## src/rtl/adcs_pkg.sv

```systemverilog
// package: register map, field layout and reset values of the conversion sequencer
package adcs_pkg;
  localparam logic [7:0] OFF_CLK = 8'h00;
  localparam logic [7:0] OFF_MODE0 = 8'h04;
  localparam logic [7:0] OFF_MODE1 = 8'h08;
  localparam logic [7:0] OFF_MODE2 = 8'h0c;
  localparam logic [7:0] OFF_MODE3 = 8'h10;
  localparam logic [7:0] OFF_MODE4 = 8'h14;
  localparam logic [7:0] OFF_MODE5 = 8'h18;
  localparam logic [7:0] OFF_RES0 = 8'h20;
  localparam logic [7:0] OFF_RES_LAST = 8'h4c;
  localparam logic [7:0] OFF_RESP = 8'h50;
  localparam logic [7:0] OFF_CMP0 = 8'h54;
  localparam logic [7:0] OFF_CMP1 = 8'h58;
  localparam int NRES = 12;
  // mode 0: scan, repeat, irq timing, done (read clears), busy
  localparam int M0_START = 0;
  localparam int M0_SCAN = 1;
  localparam int M0_TIMING = 3;
  localparam int M0_DONE = 6;
  // mode 1: channel select [3:0], scan size [5:4], reference enable [7]
  localparam int M1_CH = 0;
  localparam int M1_SIZE = 4;
  localparam int M1_REF = 7;
  localparam logic [7:0] M1_MASK = 8'hbf;
  // mode 2: priority channel [3:0], priority start [4], done [6], busy [7]
  localparam int M2_START = 4;
  localparam int M2_DONE = 6;
  // mode 3 / mode 5: [0] soft reset (mode 3 only), [1] enable, [5:2] select, [6] larger
  localparam int M3_RST = 0;
  localparam int MON_EN = 1;
  localparam int MON_SEL = 2;
  localparam int MON_COND = 6;
  localparam logic [6:0] MON_MASK = 7'h7e;
  // mode 4: normal source [0], normal hw enable [1], priority source [2], enable [3]
  localparam int M4_NSRC = 0;
  localparam int M4_NHW = 1;
  localparam int M4_PSRC = 2;
  localparam int M4_PHW = 3;
  // result word: value [9:0], overrun [10], stored [11]
  localparam int R_OVR = 10;
  localparam int R_STORED = 11;
  localparam logic [2:0] CLK_RST = 3'h0;
  localparam logic [1:0] SZ4 = 2'h0;
  localparam logic [1:0] SZ8 = 2'h1;
  localparam logic [3:0] LAST4 = 4'h3;
  localparam logic [3:0] LAST8 = 4'h7;
  localparam logic [3:0] LAST12 = 4'hb;
  localparam logic [1:0] TIMING_LAST = 2'h3;
  typedef enum logic [1:0] {ST_IDLE, ST_NORM, ST_PRIO} adcs_state_t;
endpackage : adcs_pkg

```

## src/rtl/adcs_monitor.sv

```systemverilog
// one threshold monitor watching a chosen result register
`timescale 1ns/1ps
module adcs_monitor (
  // clock and reset
  input wire logic clk,
  input wire logic rst,
  // configuration
  input wire logic en,
  input wire logic larger,
  input wire logic [3:0] sel,
  input wire logic [9:0] thr,
  // result store strobe
  input wire logic we,
  input wire logic [3:0] widx,
  input wire logic [9:0] wval,
  // event
  output logic irq
);
  logic irq_q;
  logic irq_d;

  always_comb begin
    irq_d = 1'b0;
    if (en && we && widx == sel) begin
      irq_d = larger ? (wval > thr) : (wval < thr);
    end
  end

  always_ff @(posedge clk) begin
    if (rst) begin
      irq_q <= 1'b0;
    end else begin
      irq_q <= irq_d;
    end
  end

  assign irq = irq_q;

  mon_hit_a: assert property (@(posedge clk) disable iff (rst)
    en && we && widx == sel && larger && wval > thr |=> irq)
    else $error("monitor missed a larger result");
endmodule : adcs_monitor

```

## src/rtl/adcs_seq.sv

```systemverilog
// conversion sequencer: apb registers, normal and priority sequencing, result store
`timescale 1ns/1ps
module adcs_seq (
  // clock and reset
  input wire logic REF_CLK,
  input wire logic SYS_RST,
  // apb slave
  input wire logic PSEL,
  input wire logic PENABLE,
  input wire logic PWRITE,
  input wire logic [7:0] PADDR,
  input wire logic [31:0] PWDATA,
  output logic [31:0] PRDATA,
  output logic PREADY,
  output logic PSLVERR,
  // hardware start sources
  input wire logic EXT_TRIGGER_PIN,
  input wire logic TIMER_MATCH_NORMAL,
  input wire logic TIMER_MATCH_PRIORITY,
  // analog core
  output logic CONV_START,
  output logic [3:0] CONV_CHANNEL,
  input wire logic CONV_DONE,
  input wire logic [9:0] CONV_RESULT,
  output logic REFERENCE_ENABLE,
  output logic [2:0] CONVERSION_CLOCK_SELECT,
  // completion events
  output logic NORMAL_DONE_IRQ,
  output logic PRIORITY_DONE_IRQ,
  output logic MONITOR0_IRQ,
  output logic MONITOR1_IRQ
);
  logic setup, acc, wr, rd, swrst, rst, hit, rhit;
  logic [7:0] roff;
  logic [3:0] ridx;
  logic [31:0] rdata;
  logic [31:0] prdata_q;
  logic [2:0] clk_q, clk_d;
  logic [2:0] m0_q, m0_d;
  logic [7:0] m1_q, m1_d;
  logic [3:0] m2_q, m2_d;
  logic [6:0] m3_q, m3_d, m5_q, m5_d;
  logic [3:0] m4_q, m4_d;
  logic [9:0] cmp_q [0:1];
  logic [9:0] cmp_d [0:1];
  logic trig_s1_q, trig_s2_q, trig_s3_q, trig_fall;
  logic nstart, pstart;
  adcs_pkg::adcs_state_t st_q, st_d;
  logic nbusy_q, nbusy_d, pbusy_q, pbusy_d, ndone_q, ndone_d, pdone_q, pdone_d;
  logic [3:0] pos_q, pos_d, scan_last, norm_ch, chan_q, chan_d;
  logic [1:0] ring_q, ring_d;
  logic start_q, start_d, nirq_q, nirq_d, pirq_q, pirq_d;
  logic scan, rep, evt, res_we, pres_we;
  logic [3:0] res_idx;
  logic [9:0] res_q [0:adcs_pkg::NRES-1];
  logic [9:0] res_d [0:adcs_pkg::NRES-1];
  logic [adcs_pkg::NRES-1:0] stored_q, stored_d, ovr_q, ovr_d;
  logic [9:0] resp_q, resp_d;

  // apb decode; every transfer finishes in its first access cycle
  assign setup = PSEL && !PENABLE;
  assign acc = PSEL && PENABLE;
  assign wr = acc && PWRITE;
  assign rd = acc && !PWRITE;
  assign swrst = wr && PADDR == adcs_pkg::OFF_MODE3 && PWDATA[adcs_pkg::M3_RST];
  assign rst = SYS_RST || swrst;
  assign roff = PADDR - adcs_pkg::OFF_RES0;
  assign ridx = roff[5:2];
  assign rhit = PADDR >= adcs_pkg::OFF_RES0 && PADDR <= adcs_pkg::OFF_RES_LAST
    && PADDR[1:0] == 2'b00;
  assign PREADY = 1'b1;
  assign PSLVERR = acc && !hit;
  assign PRDATA = prdata_q;

  // read view, captured in the setup cycle so read-clear only drops what was seen
  always_comb begin
    rdata = 32'h0;
    hit = 1'b1;
    case (PADDR)
      adcs_pkg::OFF_CLK: rdata[2:0] = clk_q;
      adcs_pkg::OFF_MODE0: rdata[7:0] = {nbusy_q, ndone_q, 2'b00, m0_q, 1'b0};
      adcs_pkg::OFF_MODE1: rdata[7:0] = m1_q;
      adcs_pkg::OFF_MODE2: rdata[7:0] = {pbusy_q, pdone_q, 2'b00, m2_q};
      adcs_pkg::OFF_MODE3: rdata[6:0] = m3_q;
      adcs_pkg::OFF_MODE4: rdata[3:0] = m4_q;
      adcs_pkg::OFF_MODE5: rdata[6:0] = m5_q;
      adcs_pkg::OFF_RESP: rdata[9:0] = resp_q;
      adcs_pkg::OFF_CMP0: rdata[9:0] = cmp_q[0];
      adcs_pkg::OFF_CMP1: rdata[9:0] = cmp_q[1];
      default: begin
        if (rhit) begin
          rdata[11:0] = {stored_q[ridx], ovr_q[ridx], res_q[ridx]};
        end else begin
          hit = 1'b0;
        end
      end
    endcase
  end

  always_ff @(posedge REF_CLK) begin
    if (rst) begin
      prdata_q <= 32'h0;
    end else if (setup) begin
      prdata_q <= rdata;
    end
  end

  // configuration registers
  always_comb begin
    clk_d = clk_q;
    m0_d = m0_q;
    m1_d = m1_q;
    m2_d = m2_q;
    m3_d = m3_q;
    m4_d = m4_q;
    m5_d = m5_q;
    cmp_d = cmp_q;
    if (wr) begin
      case (PADDR)
        adcs_pkg::OFF_CLK: clk_d = PWDATA[2:0];
        adcs_pkg::OFF_MODE0: m0_d = PWDATA[adcs_pkg::M0_TIMING:adcs_pkg::M0_SCAN];
        adcs_pkg::OFF_MODE1: m1_d = PWDATA[7:0] & adcs_pkg::M1_MASK;
        adcs_pkg::OFF_MODE2: m2_d = PWDATA[3:0];
        adcs_pkg::OFF_MODE3: m3_d = PWDATA[6:0] & adcs_pkg::MON_MASK;
        adcs_pkg::OFF_MODE4: m4_d = PWDATA[3:0];
        adcs_pkg::OFF_MODE5: m5_d = PWDATA[6:0] & adcs_pkg::MON_MASK;
        // threshold writes are taken as-is; software keeps the monitor off meanwhile
        adcs_pkg::OFF_CMP0: cmp_d[0] = PWDATA[9:0];
        adcs_pkg::OFF_CMP1: cmp_d[1] = PWDATA[9:0];
        default: clk_d = clk_q;
      endcase
    end
  end

  // clock select survives the soft reset, so only the system reset touches it
  always_ff @(posedge REF_CLK) begin
    if (SYS_RST) begin
      clk_q <= adcs_pkg::CLK_RST;
    end else begin
      clk_q <= clk_d;
    end
  end

  always_ff @(posedge REF_CLK) begin
    if (rst) begin
      m0_q <= 3'h0;
      m1_q <= 8'h0;
      m2_q <= 4'h0;
      m3_q <= 7'h0;
      m4_q <= 4'h0;
      m5_q <= 7'h0;
      cmp_q <= '{10'h0, 10'h0};
    end else begin
      m0_q <= m0_d;
      m1_q <= m1_d;
      m2_q <= m2_d;
      m3_q <= m3_d;
      m4_q <= m4_d;
      m5_q <= m5_d;
      cmp_q <= cmp_d;
    end
  end

  // reference and clock select only drive the analog core; their timing is software's
  assign REFERENCE_ENABLE = m1_q[adcs_pkg::M1_REF];
  assign CONVERSION_CLOCK_SELECT = clk_q;

  // trigger pin: three-stage synchroniser, edge taken from the settled stages
  always_ff @(posedge REF_CLK) begin
    if (rst) begin
      trig_s1_q <= 1'b1;
      trig_s2_q <= 1'b1;
      trig_s3_q <= 1'b1;
    end else begin
      trig_s1_q <= EXT_TRIGGER_PIN;
      trig_s2_q <= trig_s1_q;
      trig_s3_q <= trig_s2_q;
    end
  end

  assign trig_fall = trig_s3_q && !trig_s2_q;

  // software start needs no enable and is ignored while that side is busy; hardware start only when its enable is set
  assign nstart = (wr && PADDR == adcs_pkg::OFF_MODE0 && PWDATA[adcs_pkg::M0_START])
    || (m4_q[adcs_pkg::M4_NHW] && (m4_q[adcs_pkg::M4_NSRC] ? TIMER_MATCH_NORMAL
    : trig_fall));
  assign pstart = (wr && PADDR == adcs_pkg::OFF_MODE2 && PWDATA[adcs_pkg::M2_START])
    || (m4_q[adcs_pkg::M4_PHW] && (m4_q[adcs_pkg::M4_PSRC] ? TIMER_MATCH_PRIORITY
    : trig_fall));

  assign scan = m0_q[0];
  assign rep = m0_q[1];
  assign scan_last = m1_q[5:4] == adcs_pkg::SZ4 ? adcs_pkg::LAST4
    : m1_q[5:4] == adcs_pkg::SZ8 ? adcs_pkg::LAST8 : adcs_pkg::LAST12;
  assign norm_ch = scan ? m1_q[3:0] + pos_q : m1_q[3:0];

  // sequencer
  always_comb begin
    st_d = st_q;
    nbusy_d = nbusy_q;
    pbusy_d = pbusy_q;
    pos_d = pos_q;
    ring_d = ring_q;
    start_d = 1'b0;
    chan_d = chan_q;
    evt = 1'b0;
    res_we = 1'b0;
    res_idx = 4'h0;
    pres_we = 1'b0;
    if (nstart && !nbusy_q) begin
      nbusy_d = 1'b1;
      pos_d = 4'h0;
      ring_d = 2'h0;
    end
    if (pstart && !pbusy_q) begin
      pbusy_d = 1'b1;
    end
    case (st_q)
      adcs_pkg::ST_IDLE: begin
        if (pbusy_q) begin
          start_d = 1'b1;
          chan_d = m2_q;
          st_d = adcs_pkg::ST_PRIO;
        end else if (nbusy_q) begin
          start_d = 1'b1;
          chan_d = norm_ch;
          st_d = adcs_pkg::ST_NORM;
        end
      end
      adcs_pkg::ST_NORM: begin
        if (CONV_DONE) begin
          res_we = 1'b1;
          st_d = adcs_pkg::ST_IDLE;
          if (scan) begin
            res_idx = pos_q;
            pos_d = pos_q == scan_last ? 4'h0 : pos_q + 4'h1;
            evt = pos_q == scan_last;
          end else begin
            res_idx = rep ? {2'b00, ring_q} : 4'h0;
            ring_d = ring_q + 2'h1;
            evt = !rep || !m0_q[2] || ring_q == adcs_pkg::TIMING_LAST;
          end
          // clearing repeat ends the sequence at the next natural end point
          if (!rep && evt) begin
            nbusy_d = 1'b0;
          end
        end else if (pbusy_q) begin
          start_d = 1'b1;
          chan_d = m2_q;
          st_d = adcs_pkg::ST_PRIO;
        end
      end
      adcs_pkg::ST_PRIO: begin
        if (CONV_DONE) begin
          pres_we = 1'b1;
          pbusy_d = 1'b0;
          st_d = adcs_pkg::ST_IDLE;
        end
      end
      default: st_d = adcs_pkg::ST_IDLE;
    endcase
    nirq_d = evt;
    pirq_d = pres_we;
    // set wins over the read-clear in the same cycle
    ndone_d = evt || (ndone_q && !(rd && PADDR == adcs_pkg::OFF_MODE0
      && prdata_q[adcs_pkg::M0_DONE]));
    pdone_d = pres_we || (pdone_q && !(rd && PADDR == adcs_pkg::OFF_MODE2
      && prdata_q[adcs_pkg::M2_DONE]));
  end

  always_ff @(posedge REF_CLK) begin
    if (rst) begin
      st_q <= adcs_pkg::ST_IDLE;
      nbusy_q <= 1'b0;
      pbusy_q <= 1'b0;
      ndone_q <= 1'b0;
      pdone_q <= 1'b0;
      pos_q <= 4'h0;
      ring_q <= 2'h0;
      start_q <= 1'b0;
      chan_q <= 4'h0;
      nirq_q <= 1'b0;
      pirq_q <= 1'b0;
    end else begin
      st_q <= st_d;
      nbusy_q <= nbusy_d;
      pbusy_q <= pbusy_d;
      ndone_q <= ndone_d;
      pdone_q <= pdone_d;
      pos_q <= pos_d;
      ring_q <= ring_d;
      start_q <= start_d;
      chan_q <= chan_d;
      nirq_q <= nirq_d;
      pirq_q <= pirq_d;
    end
  end

  assign CONV_START = start_q;
  assign CONV_CHANNEL = chan_q;
  assign NORMAL_DONE_IRQ = nirq_q;
  assign PRIORITY_DONE_IRQ = pirq_q;

  // result store with stored and overrun flags
  always_comb begin
    res_d = res_q;
    stored_d = stored_q;
    ovr_d = ovr_q;
    resp_d = pres_we ? CONV_RESULT : resp_q;
    if (rd && rhit) begin
      stored_d[ridx] = stored_q[ridx] && !prdata_q[adcs_pkg::R_STORED];
      ovr_d[ridx] = ovr_q[ridx] && !prdata_q[adcs_pkg::R_OVR];
    end
    if (res_we) begin
      res_d[res_idx] = CONV_RESULT;
      ovr_d[res_idx] = stored_q[res_idx] || ovr_d[res_idx];
      stored_d[res_idx] = 1'b1;
    end
  end

  always_ff @(posedge REF_CLK) begin
    if (rst) begin
      res_q <= '{default: 10'h0};
      stored_q <= '0;
      ovr_q <= '0;
      resp_q <= 10'h0;
    end else begin
      res_q <= res_d;
      stored_q <= stored_d;
      ovr_q <= ovr_d;
      resp_q <= resp_d;
    end
  end

  // two identical monitors, each on its own configuration register
  adcs_monitor u_mon0 (
    .clk(REF_CLK),
    .rst(rst),
    .en(m3_q[adcs_pkg::MON_EN]),
    .larger(m3_q[adcs_pkg::MON_COND]),
    .sel(m3_q[adcs_pkg::MON_SEL +: 4]),
    .thr(cmp_q[0]),
    .we(res_we),
    .widx(res_idx),
    .wval(CONV_RESULT),
    .irq(MONITOR0_IRQ)
  );

  adcs_monitor u_mon1 (
    .clk(REF_CLK),
    .rst(rst),
    .en(m5_q[adcs_pkg::MON_EN]),
    .larger(m5_q[adcs_pkg::MON_COND]),
    .sel(m5_q[adcs_pkg::MON_SEL +: 4]),
    .thr(cmp_q[1]),
    .we(res_we),
    .widx(res_idx),
    .wval(CONV_RESULT),
    .irq(MONITOR1_IRQ)
  );

  single_end_a: assert property (@(posedge REF_CLK) disable iff (rst)
    st_q == adcs_pkg::ST_NORM && CONV_DONE && !scan && !rep
    |=> !nbusy_q && ndone_q && NORMAL_DONE_IRQ)
    else $error("single conversion did not complete cleanly");
  scan_mid_a: assert property (@(posedge REF_CLK) disable iff (rst)
    st_q == adcs_pkg::ST_NORM && CONV_DONE && scan && pos_q != scan_last
    |=> !NORMAL_DONE_IRQ && nbusy_q && pos_q == $past(pos_q) + 4'h1)
    else $error("scan ended early");
  repeat_busy_a: assert property (@(posedge REF_CLK) disable iff (rst)
    st_q == adcs_pkg::ST_NORM && CONV_DONE && rep |=> nbusy_q)
    else $error("busy dropped in repeat mode");
  preempt_a: assert property (@(posedge REF_CLK) disable iff (rst)
    st_q == adcs_pkg::ST_NORM && pbusy_q && !CONV_DONE
    |=> CONV_START && CONV_CHANNEL == $past(m2_q))
    else $error("priority request did not pre-empt");
  prio_done_a: assert property (@(posedge REF_CLK) disable iff (rst)
    st_q == adcs_pkg::ST_PRIO && CONV_DONE |=> pdone_q && !pbusy_q && PRIORITY_DONE_IRQ)
    else $error("priority completion flags wrong");
  prio_ignore_a: assert property (@(posedge REF_CLK) disable iff (rst)
    pbusy_q && !(st_q == adcs_pkg::ST_PRIO && CONV_DONE) |=> pbusy_q && $stable(resp_q))
    else $error("priority request disturbed running priority");
  resume_a: assert property (@(posedge REF_CLK) disable iff (rst)
    st_q == adcs_pkg::ST_PRIO && CONV_DONE && nbusy_q |=> $stable(pos_q) ##1 CONV_START)
    else $error("normal sequence did not resume");
  overrun_a: assert property (@(posedge REF_CLK) disable iff (rst)
    res_we && stored_q[res_idx] |=> ovr_q[$past(res_idx)] && stored_q[$past(res_idx)])
    else $error("overrun not flagged");
  trig_once_a: assert property (@(posedge REF_CLK) disable iff (rst)
    trig_fall |=> !trig_fall)
    else $error("trigger edge gave two starts");
  soft_rst_a: assert property (@(posedge REF_CLK) disable iff (SYS_RST)
    swrst |=> clk_q == $past(clk_q) && !nbusy_q && m1_q == 8'h0)
    else $error("soft reset handled clock select wrong");
endmodule : adcs_seq
```

## config.mk

```make
export PLATFORM = sky130hd
export DESIGN_NAME = adcs_seq
export DESIGN_NICKNAME = d
export VERILOG_FILES = /design/src/rtl/adcs_pkg.sv /design/src/rtl/adcs_monitor.sv /design/src/rtl/adcs_seq.sv
export SDC_FILE = /design/constraint.sdc
export NUM_CORES = 1
export LEC_CHECK = 0
export BUFFER_PORTS_ARGS = -buffer_cell sky130_fd_sc_hd__buf_2
export CORE_MARGIN = 2
export CORE_UTILIZATION = 45
export CTS_CLUSTER_DIAMETER = 80
export CTS_CLUSTER_SIZE = 8
export DETAILED_ROUTE_END_ITERATION = 8
export GPL_ROUTABILITY_DRIVEN = 1
export PLACE_DENSITY_LB_ADDON = 0.05
export REMOVE_ABC_BUFFERS = 1
export SLEW_MARGIN = 20
export SYNTH_ARGS = -nofsm -noshare
export SYNTH_HDL_FRONTEND = slang
export SYNTH_SLANG_ARGS = --single-unit
```

## constraint.sdc

```tcl
create_clock -name REF_CLK -period 3.92 [get_ports REF_CLK]
set_input_delay 0.196 -clock REF_CLK [delete_from_list [all_inputs] [get_ports REF_CLK]]
set_output_delay 0.196 -clock REF_CLK [all_outputs]
set_load 0.1 [all_outputs]
```

Word-level counts from Yosys, hierarchy flattened

Index checks and enable logic that the tools add are counted.

Add/subtract/negate cells: 4
Order comparisons: 13
Equality and inequality tests: 21
Multiplexer cells: 85
Bitwise operators: 5
Reductions and logical operators: 77

Operator list:

| cell                                                                   | count |
|---|---|
| 120-bit bitwise mux                                                    | 1 |
| 12-bit two-way mux                                                     | 5 |
| 4-bit two-way mux                                                      | 15 |
| 10-bit binary-select mux with 4-bit select                             | 1 |
| 10-bit demux with 4-bit select                                         | 1 |
| 12-bit bitwise mux                                                     | 3 |
| 1-bit logical AND                                                      | 35 |
| 1-bit two-way mux                                                      | 31 |
| 10-bit two-way mux                                                     | 3 |
| 3-bit one-hot mux with 10 select lines                                 | 1 |
| 3-bit one-hot mux with 9 select lines                                  | 1 |
| 8-bit by 5-bit equality test with 1-bit output (second input constant) | 3 |
| 8-bit by 7-bit equality test with 1-bit output (second input constant) | 3 |
| 2-bit two-way mux                                                      | 11 |
| 10-bit greater-than comparator                                         | 2 |
| 10-bit < comparator                                                    | 2 |
| 2-bit AND reduction                                                    | 9 |
| 1-bit binary-select mux with 4-bit select                              | 4 |
| 8-bit by 4-bit equality test with 1-bit output (second input constant) | 2 |
| 4-bit equality test                                                    | 3 |
| 1-bit logical NOT                                                      | 12 |
| 12-bit bitwise OR                                                      | 1 |
| 5-bit >= comparator (second input constant)                            | 2 |
| 4-bit by 5-bit < comparator with 1-bit output (second input constant)  | 2 |
| other kinds (32)                                                       | 52 |

Register bits after elaboration: 243
Input bits: 59
Output and inout port bits: 47
Word-level logic and storage cells: 246

Longest topological paths before layout

Depth after elaboration: 12
Depth in mapped cells: 11
Depth with buffers taken out: 9

Modules after synthesis

Synthesis repeated with hierarchy kept, for this count alone.

Cells, all modules: 1,472
Area, all modules: 12,246.7 sq um

Modules (own cells, without submodules):

| module       | instances | cells each | area each (sq um) |
|---|---|---|---|
| adcs_seq     | 1         | 1,382      | 11,583.6 |
| adcs_monitor | 2         | 45         | 331.6 |

Worst setup path after synthesis

OpenSTA, ideal clock, no wires.

Path kind: in2out
Start: in PADDR[4]
End: out PSLVERR
Data arrival time: 3.002 ns
Required time: 3.724 ns
Setup slack: 0.722 ns
Stages: 5
Path buffers: 3
Path through: buf_2 -> buf_1 -> buf_1 -> a21oi_1 -> nor3_1

Word-level cells in the longest chain between the ends: 7
Elaborated cells between the ends (all ways): 19
Classes of those cells: 2 x order compare; 9 x eq/ne; 2 x mux; 6 x reduce/logical

RTL lines:

| item                                                                                                             | line           | RTL |
|---|---|---|
| start, declared                                                                                                  | adcs_seq.sv:11 | `input wire logic [7:0] PADDR,` |
| 8-bit by 6-bit >= comparator with 1-bit output or 8-bit by 7-bit <= comparator with 1-bit output (tied branches) | adcs_seq.sv:69 | `assign rhit = PADDR >= adcs_pkg::OFF_RES0 && PADDR <= adcs_pkg::OFF_RES_LAST` |
| 1-bit logical AND                                                                                                | adcs_seq.sv:69 |  |
| 1-bit logical AND                                                                                                | adcs_seq.sv:70 | `&& PADDR[1:0] == 2'b00;` |
| 1-bit two-way mux                                                                                                | adcs_seq.sv:91 | `if (rhit) begin` |
| 1-bit two-way mux (*)                                                                                            | adcs_seq.sv:79 | `case (PADDR)` |
| 1-bit logical NOT (*)                                                                                            | adcs_seq.sv:72 | `assign PSLVERR = acc && !hit;` |
| 1-bit logical AND (*)                                                                                            | adcs_seq.sv:72 |  |
| end, declared                                                                                                    | adcs_seq.sv:15 | `output logic PSLVERR,` |

Every way passes the cells marked *; elsewhere a longest branch is shown, timed or not.

Worst setup path in the final report

Start: reg pos_q[3]
End: reg ovr_q[11] (netlist name)

Word-level cells in the longest chain between the ends: 9
Elaborated cells between the ends (all ways): 15
Classes of those cells: 2 x order compare; 11 x mux; 2 x reduce/logical

RTL lines:

| item                                                                                                                                  | line            | RTL |
|---|---|---|
| start, declared                                                                                                                       | adcs_seq.sv:50  | `logic [3:0] pos_q, pos_d, scan_last, norm_ch, chan_q, chan_d;` |
| start signal, assigned                                                                                                                | adcs_seq.sv:290 | `pos_q <= pos_d;` |
| 4-bit two-way mux (*)                                                                                                                 | adcs_seq.sv:234 | `if (scan) begin` |
| 4-bit two-way mux (*)                                                                                                                 | adcs_seq.sv:231 | `if (CONV_DONE) begin` |
| 4-bit two-way mux (*)                                                                                                                 | adcs_seq.sv:218 | `case (st_q)` |
| 4-bit by 5-bit < comparator with 1-bit output (not written as such) or 4-bit by 1-bit >= comparator with 1-bit output (tied branches) | adcs_seq.sv:316 | `ovr_d[res_idx] = stored_q[res_idx] \|\| ovr_d[res_idx];` |
| 1-bit logical AND (not written as such)                                                                                               | adcs_seq.sv:316 |  |
| 1-bit two-way mux (not written as such)                                                                                               | adcs_seq.sv:316 |  |
| 1-bit demux with 4-bit select                                                                                                         | adcs_seq.sv:316 |  |
| 12-bit bitwise mux (*)                                                                                                                | adcs_seq.sv:316 |  |
| 12-bit two-way mux (*)                                                                                                                | adcs_seq.sv:314 | `if (res_we) begin` |
| end signal, assigned                                                                                                                  | adcs_seq.sv:330 | `ovr_q <= ovr_d;` |
| end, declared                                                                                                                         | adcs_seq.sv:57  | `logic [adcs_pkg::NRES-1:0] stored_q, stored_d, ovr_q, ovr_d;` |

Every way passes the cells marked *; elsewhere a longest branch is shown, timed or not. The select of a mux whose other input is x is not followed.
A chain may end at the register's enable or synchronous reset.

==> reports/results.txt <==
The flow ran to the end, and the final reports show no timing, DRC or antenna violations. The H-tree generated during clock tree synthesis spans 2 levels. The final standard cell utilization of the core was 0.514; the area fraction in and, or, nand and nor cells after synthesis was 0.211. The nature of the critical path endpoint is a register.

On the final layout, the worst clock skew is 0.0236 ns. The aggregate routed wire length is 38300 µm, and the all-layer global routing usage is 0.267. After floorplanning, the core was sized to cover 27000 µm². The share of cells above drive strength 1 is 0.137, and the maximum clock insertion buffer count is 3.

Data on the critical path arrives at its endpoint at 3.34 ns. Summing all flip-flop and latch instances after layout gives 4860 µm². The synthesized instance count is 1471, and the mean routed wirelength per cell is 20.8 µm.

The tools report the worst voltage drop across the vdd grid as 289 µV. For this run, the leading register cell type out of synthesis is sky130_fd_sc_hd__dfxtp_1. Static timing analysis puts the maximum clock frequency at 335 MHz.

Averaged over all synthesized cells, the footprint is 8.43 µm². The floorplan has 60 rows. The maximum number of pins on one net before global-route repair was 62; the final weighted congestion in routability-driven placement was 0.899. The kind of start point of the critical path was a register. The actual slew at the worst max-slew pin was 1.09 ns; the cell area after synthesis was 12400 µm².

Most frequent cell after synthesis: sky130_fd_sc_hd__nand2_1. The async set-reset flop share out of synthesis was 0. Prior to clock tree synthesis, the placed netlist has a worst setup slack of 0.956 ns. The worst hold path belongs to the class in -> reg.

The routed design could run at a clock period as short as 2.99 ns. The largest single stage delay on the critical path is 0.60 ns. The run gives 0.0381 ns as the worst slack on hold paths. The largest fanout on the critical path was 18.

Cell type contributing the most total cell area after synthesis: sky130_fd_sc_hd__dfxtp_1. The residual antenna-violating net count after detailed routing was 0. Clock tree synthesis found a total of 243 sinks. For the worst setup path, the data required time is 4.27 ns. For the sequential fraction of the synthesis area, the log shows 0.392. The cell at the slowest stage of the critical path is sky130_fd_sc_hd__dfxtp_1.

The insertion delay of the later-clocked pin in the worst-skew pair came out at 0.52 ns. In the final layout, the multi-input gates occupy 6860 µm². The ratio of final minimum period to clock period was 0.762. Setup repair after global routing left no endpoint under its margin. The die covers 28900 µm².

Post-CTS timing repair inserted 0 buffers for setup. The effective utilization at floorplan was 0.459. The tools report the hold violation total from the final report as 0. The number of warnings issued by yosys is 0, and the register bit count reported by yosys is 243.

Adding up every negative setup slack in the final design gives 0 ns. Broken down by cell family, the worst path's largest delay share belongs to simple AND/OR/NAND/NOR gates. In the synthesized netlist, the cells that appear most often are sky130_fd_sc_hd__nand2_1 (255), sky130_fd_sc_hd__dfxtp_1 (243), sky130_fd_sc_hd__a21oi_1 (185). For this design the top-level I/O count stands at 106. TritonCTS built the clock tree.

The run gives 10200 as the via count of the first global-routing pass. The signal on the critical path passes through nor2b_1, and3_1, buf_4, nand2_1, o211ai_1, nor3b_1, a221oi_2. Once the clock tree was built, the resizer swapped 0 gates to a different size. The power density over the cells was 404 nW/µm².

The buffer type at the clock tree root is sky130_fd_sc_hd__clkbuf_16. After routing the design area is 13900 µm². Wire length of the first global-routing pass: 59800 µm. Largest family of logic cells by synthesized area: simple AND/OR/NAND/NOR gates. The die is 170 µm tall.

The number of buffers inserted by hold repair at cts is 7, and the headroom to the max-slew limit is 0.267. For this run, design rule violations remaining after detail routing come to 0. Detailed-router iteration count before antenna repair: 5.

The compound-gate portion of the synthesized area works out to 0.162. The number of nets at the end of the flow is 1585, and the average vias per placed instance is 5.82. The number of max-slew violations in the final report was 0.

Compared with the post-synthesis result, the final layout area differs by 11.9%. The multiplexer share of the synthesized area is 0.138. The clock-pin slew reported for the worst setup and hold paths after clock tree synthesis came out at 0.05 ns. The number of buffer and inverter instances along the worst setup path was 1.

The total number of vias was 10700. The sum of net half-perimeters after detailed placement is 25600 µm. The number of flops mapped to enable cells by yosys is 0, and the overall overflow remaining after global route is 0. In this run the tool buffered the top-level ports with 62 buffer cells. Adder and majority gate portion of the synthesized area: 0.0268. The number of antenna diodes in the final layout is 0. Counting the fill cells in the layout gives 2592. The xor and xnor fraction of the mapped netlist area was 0.00706; the max-cap check violation count was 0.

The setup violation total in the final timing report was 0. The number of different library cells used by synthesis comes to 81. The leakage power was 5.23 nW.

The run gives 0 as the initial antenna violation count. In the post-route analysis, the smallest setup slack over all paths is 0.932 ns. Critical setup path kind: reg -> reg.

The fraction of synthesized cell area taken by the top area cell type works out to 0.392. Ranked by total cell area, the synthesized netlist is headed by sky130_fd_sc_hd__dfxtp_1 (39%), sky130_fd_sc_hd__nand2_1 (7.7%), sky130_fd_sc_hd__a21oi_1 (7.5%). Detailed router's first-iteration violation count: 851. In this run, CTS created clock tree buffers numbering 36.

After detailed placement, the total cell area comes to 12900 µm². Measured along the x axis, the die boundary spans 170 µm.
kinds of logic (layout without fill, tap and decap cells):
logic type,count (synthesis),count (layout)
fa+ha+maj,26,26
other cells,2,21
buf+inv,165,176
flops,243,243
xor+xnor,10,10
simple gates,570,570
mux,128,128
compound gates,327,327
worst reg2reg max path, delay by kind of cell, from the launching register on:
| family | cells | cell delay (ns) |
|---|---|---|
| and+or+nand+nor | 4 | 1.56 |
| DFF | 1 | 0.60 |
| AOI/OAI and AO/OA | 2 | 0.35 |
| buffers and inverters | 1 | 0.32 |
final timing paths:
check | end | cells past startpoint | slack, ns | startpoint
setup / recovery | ovr_q[11]$_SDFF_PP0_ | 7 | 0.93 | pos_q[3]$_SDFF_PP0_
hold / removal | resp_q[0]$_SDFFE_PP0P_ | 3 | 0.04 | CONV_RESULT[0]
setup reg to reg | ovr_q[11]$_SDFF_PP0_ | 7 | 0.93 | pos_q[3]$_SDFF_PP0_
hold reg to reg | trig_s2_q$_SDFF_PP1_ | 1 | 0.40 | trig_s1_q$_SDFF_PP1_
through the flow:
stage,total power [mW],instances
after floorplan,2.78,1358
after global placement,2.95,1796
after detailed placement,2.95,1796
after CTS,5.65,1842
after global routing,5.78,1842
final,5.61,1842
power by group:
part	internal [mW]	switching, mW	total, mW
logic	0.0860	0.332	0.418
clock network	1.62	1.09	2.71
registers	2.48	0.00578	2.49
registers in the layout, indices dropped and copies added (netlist names), 4 cells and up:
signal,flops
m4_q,4
CONV_CHANNEL,4
PRDATA,12
res_q,120
stored_q,12
m3_q,6
resp_q,10
m2_q,4
ovr_q,12
pos_q,4
m5_q,6
m1_q,7
cmp_q,20
final cells by class:
cell class | count | area share
timing repair buffer | 104 | 0.0481
sequential | 243 | 0.350
multi-input combinational | 1082 | 0.495
inverter | 33 | 0.00892
tap | 341 | 0.0307
clock buffer | 36 | 0.0649
clock inverter | 3 | 0.00234
cell usage in the layout (no fill, tap or decap), types with 9 or more instances in the layout:
cell type / n
sky130_fd_sc_hd__nand2_1: 255
sky130_fd_sc_hd__dfxtp_1: 243
sky130_fd_sc_hd__a21oi_1: 185
sky130_fd_sc_hd__nor2_1: 123
sky130_fd_sc_hd__nand3_1: 96
sky130_fd_sc_hd__mux2i_1: 91
sky130_fd_sc_hd__buf_2: 62
sky130_fd_sc_hd__o21ai_0: 42
sky130_fd_sc_hd__clkbuf_16: 36
sky130_fd_sc_hd__mux4_2: 34
sky130_fd_sc_hd__buf_4: 33
sky130_fd_sc_hd__inv_1: 32
sky130_fd_sc_hd__ha_1: 25
sky130_fd_sc_hd__conb_1: 21
sky130_fd_sc_hd__a221oi_1: 14
sky130_fd_sc_hd__nor3_1: 11
sky130_fd_sc_hd__a31oi_1: 11
sky130_fd_sc_hd__nand4_1: 10
sky130_fd_sc_hd__a22o_1: 10
sky130_fd_sc_hd__nand2b_1: 9
sky130_fd_sc_hd__a21o_1: 9
routing by layer:
layer / track usage / wire [µm]
met2: 0.425 / 17300
met3: 0.0386 / 2160
met4: 0.0754 / 893
met5: 0 / 0
met1: 0.378 / 18000
Power figures use the tool's default switching activity.
